File: config.mk
export PLATFORM = sky130hd
export DESIGN_NAME = opt_timer
export DESIGN_NICKNAME = d
export VERILOG_FILES = /design/src/opt_pkg.sv /design/src/opt_timer.sv
export SDC_FILE = /design/constraint.sdc
export NUM_CORES = 1
export LEC_CHECK = 0
export BUFFER_PORTS_ARGS = -buffer_cell sky130_fd_sc_hd__buf_2
export CORE_MARGIN = 5
export CORE_UTILIZATION = 60
export CTS_BUF_LIST = sky130_fd_sc_hd__clkbuf_16
export CTS_CLUSTER_SIZE = 30
export DETAILED_ROUTE_END_ITERATION = 16
export PLACE_DENSITY = 0.86
export SLEW_MARGIN = 5
export SYNTH_ARGS = -nofsm -noshare
export SYNTH_HDL_FRONTEND = slang
export SYNTH_SLANG_ARGS = --single-unit
export TNS_END_PERCENT = 1
File: constraint.sdc
create_clock -name mclk -period 4.6 [get_ports mclk]
set_input_delay 0.46 -clock mclk [delete_from_list [all_inputs] [get_ports mclk]]
set_output_delay 0.46 -clock mclk [all_outputs]
set_load 0.02 [all_outputs]
File: src/opt_pkg.sv
// shared constants, register map and types for the one-shot / pwm timer channel
package opt_pkg;

    // register byte offsets on the apb slave
    localparam logic [7:0] OFS_CTRL0   = 8'h00; // count enable, count clock select
    localparam logic [7:0] OFS_CTRL1   = 8'h04; // mode select, software trigger
    localparam logic [7:0] OFS_EDGE    = 8'h08; // edge_select_control
    localparam logic [7:0] OFS_PERIOD  = 8'h0c; // period_compare
    localparam logic [7:0] OFS_DUTY    = 8'h10; // duty_compare
    localparam logic [7:0] OFS_COUNT   = 8'h14; // counter_read_buffer
    localparam logic [7:0] OFS_CAPEDGE = 8'h18; // capture_edge_control
    localparam logic [7:0] OFS_OPTION  = 8'h1c; // option_register
    localparam logic [7:0] OFS_STATUS  = 8'h20; // channel state

    // field positions
    localparam int CE_BIT      = 0;
    localparam int CKS_LSB     = 1;
    localparam int MODE_LSB    = 0;
    localparam int SWTRIG_BIT  = 6;
    localparam int TRIG_ES_LSB = 0;
    localparam int EVT_ES_LSB  = 2;

    // mode select field encodings
    localparam logic [2:0] MODE_ONESHOT = 3'h3;
    localparam logic [2:0] MODE_PWM     = 3'h4;

    // edge select encodings
    localparam logic [1:0] EDGE_NONE = 2'h0;
    localparam logic [1:0] EDGE_RISE = 2'h1;
    localparam logic [1:0] EDGE_FALL = 2'h2;
    localparam logic [1:0] EDGE_BOTH = 2'h3;

    // count clock select value that takes the external event input
    localparam logic [2:0] CKS_EVENT = 3'h7;

    // counter limits and reset values
    localparam logic [15:0] CNT_ZERO = 16'h0000;
    localparam logic [15:0] CNT_MAX  = 16'hffff;
    localparam logic [15:0] CNT_ONE  = 16'h0001;
    localparam logic [7:0]  EDGE_RST = 8'h00;

    // channel states
    typedef enum logic [1:0] {
        OPT_IDLE = 2'b00,
        OPT_WAIT = 2'b01,
        OPT_RUN  = 2'b10,
        OPT_PWM  = 2'b11
    } opt_state_t;

    // control word carried together
    typedef struct packed {
        logic [2:0] mode;
        logic [2:0] cks;
        logic       enable;
    } opt_ctrl_t;

    // compare pair carried together
    typedef struct packed {
        logic [15:0] period;
        logic [15:0] duty;
    } opt_cmp_t;

endpackage

File: src/opt_timer.sv
// one-shot pulse and pwm output timer channel with apb register access
`timescale 1ns/100ps

//////////////////////////////////////////////////////////////////////////////
// Notes on behaviour
// - one-shot compare rewrites act at once; lower value wraps through ffff to 0.
// - one-shot: duty match asserts pulse, irq1; period match deasserts, irq0, halts.
// - one-shot delay from trigger to pulse is duty value count clocks.
// - one-shot duty irq fires in the cycle the count equals duty value.
// - mode value 100 selects pwm; count enable makes the pwm waveform.
// - pwm square output is 50% duty, half period period value plus one.
// - pwm start moves counter from ffff to 0 then counts each count clock.
// - pwm period is period value plus one; active width is duty value.
// - pwm compares use buffers, loaded from registers at start and at the period clear.
// - pwm period irq fires on the clear after period buffer match.
// - pwm duty irq fires in the cycle count equals duty buffer.
// - only a duty register write arms a buffer transfer; written last.
// - duty zero gives 0% output; both irqs fire together at the clear.
// - duty equal period plus one gives 100%, impossible with period ffff.
// - capture edge control and option register have no effect here.
// - edge control holds event input edge field and trigger edge field.
// - counter read register returns the live counter.
// - clock select written with count enable applies to that counting.
// - mode 011 is one-shot; enable waits for trigger, then counts from zero.
// - one-shot trigger is trigger input edge or the software trigger bit.
// - triggers during a one-shot pulse are ignored.
// - after the pulse the counter returns to zero, stops, waits for trigger.
module opt_timer (
    // clock and reset
    input  wire logic        mclk,
    input  wire logic        reset,
    // apb slave
    input  wire logic        psel,
    input  wire logic        penable,
    input  wire logic        pwrite,
    input  wire logic [7:0]  paddr,
    input  wire logic [31:0] pwdata,
    output logic      [31:0] prdata,
    output logic             pready,
    output logic             pslverr,
    // pins
    input  wire logic        trigger_input,
    input  wire logic        event_count_input,
    output logic             square_output,
    output logic             pulse_output,
    // compare events, one mclk wide
    output logic             compare_irq_period,
    output logic             compare_irq_duty
);

    //////////////////////////////////////////////////////////////////////////
    // register state
    opt_pkg::opt_ctrl_t  ctrl;
    opt_pkg::opt_cmp_t   cmp;
    opt_pkg::opt_cmp_t   buf_q;
    opt_pkg::opt_state_t state;
    logic [7:0]          edge_select_control;
    logic [7:0]          capture_edge_control;
    logic [7:0]          option_register;
    logic [15:0]         cnt;
    logic                armed;
    logic                primed;
    logic                sw_trig;
    logic                en_q;
    logic [6:0]          div_cnt;
    logic                trig_q;
    logic                evt_q;

    // divider terminal value per clock select, 2**cks count
    function automatic logic [6:0] div_last(input logic [2:0] sel);
        div_last = 7'((7'h01 << sel) - 7'h01);
    endfunction

    // edge detect against the chosen edge encoding
    function automatic logic edge_hit(input logic [1:0] sel, input logic prev,
                                      input logic cur);
        unique case (sel)
            opt_pkg::EDGE_NONE: edge_hit = 1'b0;
            opt_pkg::EDGE_RISE: edge_hit = cur & ~prev;
            opt_pkg::EDGE_FALL: edge_hit = prev & ~cur;
            opt_pkg::EDGE_BOTH: edge_hit = cur ^ prev;
        endcase
    endfunction

    //////////////////////////////////////////////////////////////////////////
    // apb decode
    wire logic setup    = psel & ~penable;
    wire logic acc      = psel & penable;
    wire logic wr       = acc & pwrite;
    wire logic hit_ctl0 = paddr == opt_pkg::OFS_CTRL0;
    wire logic hit_ctl1 = paddr == opt_pkg::OFS_CTRL1;
    wire logic hit_edge = paddr == opt_pkg::OFS_EDGE;
    wire logic hit_per  = paddr == opt_pkg::OFS_PERIOD;
    wire logic hit_duty = paddr == opt_pkg::OFS_DUTY;
    wire logic hit_cnt  = paddr == opt_pkg::OFS_COUNT;
    wire logic hit_cap  = paddr == opt_pkg::OFS_CAPEDGE;
    wire logic hit_opt  = paddr == opt_pkg::OFS_OPTION;
    wire logic hit_stat = paddr == opt_pkg::OFS_STATUS;
    wire logic mapped   = hit_ctl0 | hit_ctl1 | hit_edge | hit_per | hit_duty
                        | hit_cnt | hit_cap | hit_opt | hit_stat;
    wire logic wr_duty  = wr & hit_duty;

    // zero wait states; error only in the access phase of an unmapped address
    assign pready  = 1'b1;
    assign pslverr = acc & ~mapped;

    // read mux, sampled into prdata at setup so the answer is a flop
    logic [31:0] next_prdata;
    always_comb begin
        next_prdata = '0;
        if (hit_ctl0) begin
            next_prdata[opt_pkg::CKS_LSB +: 3] = ctrl.cks;
            next_prdata[opt_pkg::CE_BIT]       = ctrl.enable;
        end
        if (hit_ctl1) next_prdata[opt_pkg::MODE_LSB +: 3] = ctrl.mode;
        if (hit_edge) next_prdata[7:0] = edge_select_control;
        if (hit_per)  next_prdata[15:0] = cmp.period;
        if (hit_duty) next_prdata[15:0] = cmp.duty;
        if (hit_cnt)  next_prdata[15:0] = cnt;
        if (hit_cap)  next_prdata[7:0] = capture_edge_control;
        if (hit_opt)  next_prdata[7:0] = option_register;
        if (hit_stat) next_prdata[3:0] = {armed, primed, state};
    end

    always_ff @(posedge mclk) begin
        if (reset) begin
            prdata <= '0;
        end else if (setup) begin
            prdata <= next_prdata;
        end
    end

    // register writes; capture and option are storage only
    always_ff @(posedge mclk) begin
        if (reset) begin
            ctrl                 <= '0;
            cmp                  <= '0;
            edge_select_control  <= opt_pkg::EDGE_RST;
            capture_edge_control <= opt_pkg::EDGE_RST;
            option_register      <= opt_pkg::EDGE_RST;
            sw_trig              <= 1'b0;
        end else begin
            sw_trig <= wr & hit_ctl1 & pwdata[opt_pkg::SWTRIG_BIT];
            if (wr & hit_ctl0) begin
                ctrl.enable <= pwdata[opt_pkg::CE_BIT];
                ctrl.cks    <= pwdata[opt_pkg::CKS_LSB +: 3];
            end
            if (wr & hit_ctl1) ctrl.mode <= pwdata[opt_pkg::MODE_LSB +: 3];
            if (wr & hit_edge) edge_select_control <= pwdata[7:0];
            if (wr & hit_per)  cmp.period <= pwdata[15:0];
            if (wr_duty)       cmp.duty <= pwdata[15:0];
            if (wr & hit_cap)  capture_edge_control <= pwdata[7:0];
            if (wr & hit_opt)  option_register <= pwdata[7:0];
        end
    end

    //////////////////////////////////////////////////////////////////////////
    // count clock and trigger; divider restarts with enable so the new
    // selection governs the counting that begins in the same write
    wire logic start    = ctrl.enable & ~en_q;
    wire logic evt_edge = edge_hit(edge_select_control[opt_pkg::EVT_ES_LSB +: 2],
                                   evt_q, event_count_input);
    wire logic div_end  = div_cnt == div_last(ctrl.cks);
    wire logic tick     = ctrl.enable & ~start
                        & ((ctrl.cks == opt_pkg::CKS_EVENT) ? evt_edge : div_end);
    wire logic trig     = sw_trig
                        | edge_hit(edge_select_control[opt_pkg::TRIG_ES_LSB +: 2],
                                   trig_q, trigger_input);

    always_ff @(posedge mclk) begin
        if (reset) begin
            en_q    <= 1'b0;
            div_cnt <= '0;
            trig_q  <= 1'b0;
            evt_q   <= 1'b0;
        end else begin
            en_q    <= ctrl.enable;
            trig_q  <= trigger_input;
            evt_q   <= event_count_input;
            div_cnt <= (start | div_end | ~ctrl.enable) ? '0 : 7'(div_cnt + 7'h01);
        end
    end

    //////////////////////////////////////////////////////////////////////////
    // one-shot compares read the registers directly; the 16-bit add wraps
    // through ffff to zero, so a lowered value is met only after overflow
    wire logic        os_mode  = ctrl.mode == opt_pkg::MODE_ONESHOT;
    wire logic        pwm_mode = ctrl.mode == opt_pkg::MODE_PWM;
    wire logic [15:0] cnt_inc  = 16'(cnt + opt_pkg::CNT_ONE);
    wire logic        os_end   = tick & (cnt == cmp.period);
    wire logic        os_go    = trig & (state == opt_pkg::OPT_WAIT);

    // pwm: first tick after start leaves ffff; afterwards clear on buffer match
    wire logic        pwm_wrap = primed | (cnt == buf_q.period);
    wire logic        pwm_irq0 = tick & ~primed & (cnt == buf_q.period);
    wire logic        load     = tick & pwm_wrap & armed;
    wire logic [15:0] pwm_next = pwm_wrap ? opt_pkg::CNT_ZERO : cnt_inc;
    wire logic [15:0] duty_nx  = load ? cmp.duty : buf_q.duty;

    //////////////////////////////////////////////////////////////////////////
    // channel sequencing
    always_ff @(posedge mclk) begin
        if (reset) begin
            state              <= opt_pkg::OPT_IDLE;
            cnt                <= opt_pkg::CNT_ZERO;
            buf_q              <= '0;
            armed              <= 1'b0;
            primed             <= 1'b0;
            square_output      <= 1'b0;
            pulse_output       <= 1'b0;
            compare_irq_period <= 1'b0;
            compare_irq_duty   <= 1'b0;
        end else begin
            compare_irq_period <= 1'b0;
            compare_irq_duty   <= 1'b0;
            // a new duty write wins over a transfer in the same cycle
            armed <= wr_duty | (armed & ~load);
            if (!ctrl.enable) begin
                // stop at once, outputs inactive, count held for reading
                state         <= opt_pkg::OPT_IDLE;
                square_output <= 1'b0;
                pulse_output  <= 1'b0;
            end else if (start) begin
                cnt           <= opt_pkg::CNT_MAX;
                primed        <= 1'b1;
                buf_q         <= cmp;
                square_output <= 1'b0;
                pulse_output  <= 1'b0;
                state         <= pwm_mode ? opt_pkg::OPT_PWM
                               : os_mode  ? opt_pkg::OPT_WAIT : opt_pkg::OPT_IDLE;
            end else begin
                unique case (state)
                    opt_pkg::OPT_IDLE: begin
                        pulse_output <= 1'b0;
                    end
                    opt_pkg::OPT_WAIT: begin
                        if (os_go) begin
                            cnt           <= opt_pkg::CNT_ZERO;
                            state         <= opt_pkg::OPT_RUN;
                            square_output <= 1'b1;
                        end
                    end
                    opt_pkg::OPT_RUN: begin
                        if (os_end) begin
                            cnt                <= opt_pkg::CNT_ZERO;
                            state              <= opt_pkg::OPT_WAIT;
                            pulse_output       <= 1'b0;
                            square_output      <= 1'b0;
                            compare_irq_period <= 1'b1;
                        end else if (tick) begin
                            cnt <= cnt_inc;
                            // irq and pin change in the cycle the count lands on it
                            if (cnt_inc == cmp.duty) begin
                                pulse_output     <= 1'b1;
                                compare_irq_duty <= 1'b1;
                            end
                        end
                    end
                    opt_pkg::OPT_PWM: begin
                        if (tick) begin
                            cnt    <= pwm_next;
                            primed <= 1'b0;
                            if (load) buf_q <= cmp;
                            compare_irq_period <= pwm_irq0;
                            if (pwm_irq0) square_output <= ~square_output;
                            // duty zero meets the clear, so both irqs coincide
                            compare_irq_duty <= pwm_next == duty_nx;
                            // duty of period plus one is never reached: 100%
                            pulse_output <= pwm_next < duty_nx;
                        end
                    end
                endcase
            end
        end
    end
endmodule

# After elaboration in Yosys (flattened, before gate mapping)
# Cells that the tools add are included.
[word_totals]
ff_bits = 146
out_inout_bits = 38
elab_cells = 188
[op_classes]
add_sub_neg = 3
order_cmp = 1
n_eq_ne = 35
n_shift = 1
mux = 51
n_bitwise = 53
reduce_logical = 20
[op_table]
columns = ["cell", "n"]
rows = [
  ["two-way mux 16 bit", 10],
  ["two-way mux 32 bit", 4],
  ["equality test 16 bit", 4],
  ["case mux 16 bit (3 select lines)", 1],
  ["equality test 8 x 5 -> 1 bit, second input constant", 4],
  ["AND 1 bit", 26],
  ["two-way mux 8 bit", 3],
  ["two-way mux 1 bit", 19],
  ["adder 16 x 1 -> 16 bit, second input constant", 1],
  ["equality test 8 x 4 -> 1 bit, second input constant", 2],
  ["less-than comparator 16 bit", 1],
  ["inequality test 3 bit, second input constant", 5],
  ["bitwise OR 1 bit", 13],
  ["equality test 2 bit, second input constant", 6],
  ["inverter 1 bit", 12],
  ["AND reduction 5 bit", 2],
  ["nonzero test 3 bit", 3],
  ["equality test 8 x 3 -> 1 bit, second input constant", 1],
  ["equality test 8 x 6 -> 1 bit, second input constant", 1],
  ["zero test 8 bit", 1],
  ["two-way mux 2 bit", 4],
  ["two-way mux 4 bit", 2],
  ["inequality test 2 bit, second input constant", 4],
  ["case mux 1 bit (4 select lines)", 2],
  ["other kinds (20)", 33],
]

# Logic depth before layout (Yosys ltp)
[depth]
depth_word = 11
ltp_mapped = 23

# Least setup slack after synthesis
# OpenSTA, ideal clock, no wires.
[synth_timing]
kind = "reg-to-reg"
startpoint = "reg ctrl[1] (netlist name)"
endpoint = "reg pulse_output"
setup_ps = 86
arrival_time_ps = 4030
t_required_ps = 4514
path_slack_ps = 485
path_stages_with_launch = 22
synth_period_minus_slack_ps = 4115
path_cell_list = "dfxtp_1 -> or3_1 -> ha_1 -> buf_2 -> nor2b_1 -> o32a_1 -> a31oi_1 -> nor2_1 -> nor4_4 -> and3_1 -> buf_6 -> buf_12 -> mux2i_1 -> ha_1 -> a21o_1 -> a211oi_1 -> a21oi_1 -> o211ai_1 -> nand2_1 -> o21ai_0 -> o21ai_0 -> a211oi_1"
[synth_between]
elab_chain_cells = 11
word_cells_on_any_way = 18
[synth_rtl]
columns = ["element", "line", "text"]
rows = [
  ["start, declared", "opt_timer.sv:53", "opt_pkg::opt_ctrl_t ctrl;"],
  ["left shift 1 x 3 -> 7 bit", "opt_timer.sv:71", "div_last = 7'((7'h01 << sel) - 7'h01);"],
  ["subtractor 7 x 1 -> 7 bit", "opt_timer.sv:71", ""],
  ["equality test 7 bit", "opt_timer.sv:163", "wire logic div_end = div_cnt == div_last(ctrl.cks);"],
  ["two-way mux 1 bit *", "opt_timer.sv:165", "& ((ctrl.cks == opt_pkg::CKS_EVENT) ? evt_edge : div_end);"],
  ["AND 1 bit *", "opt_timer.sv:165", ""],
  ["AND 1 bit (2 in a row)", "opt_timer.sv:196", "wire logic load = tick & pwm_wrap & armed;"],
  ["two-way mux 16 bit", "opt_timer.sv:198", "wire logic [15:0] duty_nx = load ? cmp.duty : buf_q.duty;"],
  ["less-than comparator 16 bit", "opt_timer.sv:269", "pulse_output <= pwm_next < duty_nx;"],
  ["two-way mux 1 bit", "opt_timer.sv:260", "if (tick) begin"],
  ["case mux 1 bit (3 select lines)", "opt_timer.sv:232", "unique case (state)"],
  ["end signal, assigned", "opt_timer.sv:269", ""],
  ["end, declared", "opt_timer.sv:45", "output logic pulse_output,"],
]
# Every way passes the cells marked *; elsewhere a longest branch is shown, timed or not. The select of a mux whose other input is x is not followed.
# A chain may end at the register's enable or synchronous reset.

# Worst setup path after layout
# Same ends and word-level chain as after synthesis.

==> impl_metrics.tcl <==
set metrics [dict create \
    status "finished clean" \
    layout-drive-gt1-share_pct 12.3 \
    ys_warn_count 0 \
    crit_arrival_ns 4.57 \
    hp-class "input pin to flop" \
    grt_antenna_before_repair 0 \
    pwr-share-seq_pct 46.7 \
    num_io_pins 85 \
    h-tree-depth 4 \
    grt_max_degree 88 \
    ant_nets 0 \
    skew_ns 0.0126 \
    met1Wirelength_um 9310 \
    min_period_over_period_pct 92.0 \
    cp-end-kind "flop" \
    slew_headroom_pct 27.4 \
    clock.fmax_ghz 0.236 \
    p_switching_uw 639 \
    cts_sinks 146 \
    insertion_delay_ns 0.43 \
    grt_pass1_wl_um 37300 \
    setup_viol 0 \
    area_growth_pct 10.8 \
    drtIter0Drc 923 \
    finalWirelength_um 22900 \
    finalSetupTns_ns 0 \
    cts_buffer_depth 2 \
    yosys-mux-area-fraction_pct 9.72 \
    die_w_um 128 \
    drtPass1Iterations 6 \
    top_layer_used "met4" \
    required_ns 4.94 \
    synth_top_family_by_area "simple AND/OR/NAND/NOR gates" \
    clockPowerShare_pct 49.6 \
    vdd.ir_drop.worst_mv 0.249 \
    synth_compound_area_share_pct 15.2 \
    drc_errors 0 \
    cts_tree "done" \
    p_sw_share_pct 23.4 \
    period_minus_slack_ns 4.23 \
    place_inst 1214 \
    cts.clk_slew.worst_paths_ns 0.06 \
    slowest_delay_ns 0.40 \
    drv_cap 0 \
    ff_latch_area_um2 2920 \
    synth_edf_count 0 \
    worst_slew_pin_slew_ns 1.08 \
    final_core_util_pct 67.4 \
    synthFlopType "dfxtp_1" \
    seq_area_frac_synth_pct 34.9 \
    final_cell_mix "dfxtp_1 (146), nor2_1 (133), nand2_1 (115)" \
    synth_area_per_cell_um2 8.14 \
    crit_chain "or3_1, ha_1, buf_4, xor2_1, nand3_1, a31oi_2, nor2_1, nor4_4, and3_4, buf_12, mux2i_2, ha_1, a21o_1, a211oi_1, a21oi_1, o211ai_1, nand2_1, o21ai_2, o21ai_0, a211oi_1" \
    synth_xor_xnor_area_share_pct 7.84 \
    grtUsageTotal_pct 28.0 \
    stdcell_count 1245 \
    intPower_mw 2.09 \
    wl_met2_um 10900 \
    synth-simple-area-share_pct 22.2 \
    dpl_cell_area_um2 8700 \
    initial_core_util_pct 60.9 \
    maxSlewViolCount 0 \
    multi_input_area_um2 4990 \
    rsz0062_at_grt "no" \
    antennaDiodeCount 0 \
    wl_per_cell_um 18.4 \
    gp_congestion 0.925 \
    final_common_cell "dfxtp_1" \
    setup_ws_ns 0.370 \
    synth_cells 1030 \
    cts-root-buf "clkbuf_16" \
    async_reset_ff_share_pct 0 \
    final_area_um2 9290 \
    critPathKind "flop to flop" \
    grt_overflow_total 0 \
    hpwl_um 15600 \
    crit_path_max_fanout 16 \
    ys_ff_latch 146 \
    syn-cell-area_um2 8380 \
    whs_ns 0.286 \
    startpoint_type "flop" \
    power.density_nw_per_um2 294 \
    synth_cell_types 70 \
    hold_buffers 0 \
    design.core.area_um2 13800 \
    power.total_mw 2.73 \
    power_frac_comb_pct 3.7 \
    wl_met3_um 2140 \
    hold_viol 0 \
    slowest_stage "or3_1" \
    fillCellCount 1079 \
    synth_fa_ha_area_share_pct 3.43 \
    p_leak_nw 3.64 \
    cts_buffers 17 \
    die-area_um2 16400 \
    nets 1123 \
    die-height_um 128 \
    vias 7783 \
    grt_pass1_vias 7359 \
    pre_cts_ws_ns 0.292 \
    rows 43 \
    portBuffers 51 \
    viasPerCell 6.25 \
]
==> power groups by stage <==
stage,Clock [mW],Combinational (mW),Sequential (mW)
finish,1.35,0.101,1.27
global route,1.41,0.108,1.27
floorplan,0,0.0645,1.31
global placement,0,0.0972,1.30
detailed placement,0,0.0984,1.30
CTS,1.36,0.0991,1.27
==> registers in the layout (all words and copies together) (netlist names), 2 cells and up <==
signal                cells
buf_q                    32
capture_edge_control      8
cmp                      32
cnt                      16
ctrl                      7
div_cnt                   7
edge_select_control       8
option_register           8
prdata                   16
state                     2
==> area by class of cell <==
type	instances	share of cell area [%]
flip-flops and latches	146	31.5
well taps	180	2.42
clock buffers	17	4.58
clock inverters	14	1.50
repair buffers	82	5.42
multi-input cells	785	53.8
inverters	21	0.849
==> final timing paths <==
path         startpoint      endpoint  slack [ns]  cells past startpoint
max             ctrl[1]  pulse_output        0.37                     20
min           pwdata[8]        cmp[8]        0.29                      3
max reg2reg     ctrl[1]  pulse_output        0.37                     20
min reg2reg  div_cnt[0]    div_cnt[0]        0.49                      1
==> cell families after synthesis <==
group | count (synthesis)
AOI/OAI and AO/OA | 199
and+or+nand+nor | 390
muxes | 81
xor gates and xnor gates | 75
other | 2
DFF | 146
adders and majority gates | 23
buffers and inverters | 114
==> synthesized netlist by cell type, types with 19 or more instances <==
cell type | count | area, um2
nand3_1 | 22 | 110
buf_4 | 22 | 165
nor2_1 | 134 | 503
xor2_1 | 24 | 210
buf_2 | 19 | 95.1
nand4_1 | 21 | 131
mux2i_1 | 78 | 781
dfxtp_1 | 146 | 2920
inv_1 | 20 | 75.1
ha_1 | 23 | 288
clkbuf_1 | 47 | 176
o21ai_0 | 38 | 190
xnor2_1 | 51 | 447
nand2_1 | 115 | 432
a21oi_1 | 81 | 405
==> what timing repair did <==
item	CTS	global route
buffers inserted	0	0
setup endpoints to repair	0	1
gates resized for setup	0	7
==> worst max-delay path, delay by kind of cell (launching register included) <==
family / cells / cell delay [ns]
multiplexers: 1 / 0.22
adder cells (fa/ha/maj): 2 / 0.53
buffers and inverters: 2 / 0.33
AO/OA/AOI/OAI: 8 / 1.41
AND/OR/NAND/NOR: 6 / 1.20
XOR/XNOR: 1 / 0.15
flip-flops: 1 / 0.30
==> layer usage <==
layer / vias up / track usage [%]
li1: 3634 / -
met1: 3662 / 36.8
met2: 424 / 46.3
met3: 63 / 5.08
met4: 0 / 9.68
met5: - / 0
Power figures use the tool's default switching activity.
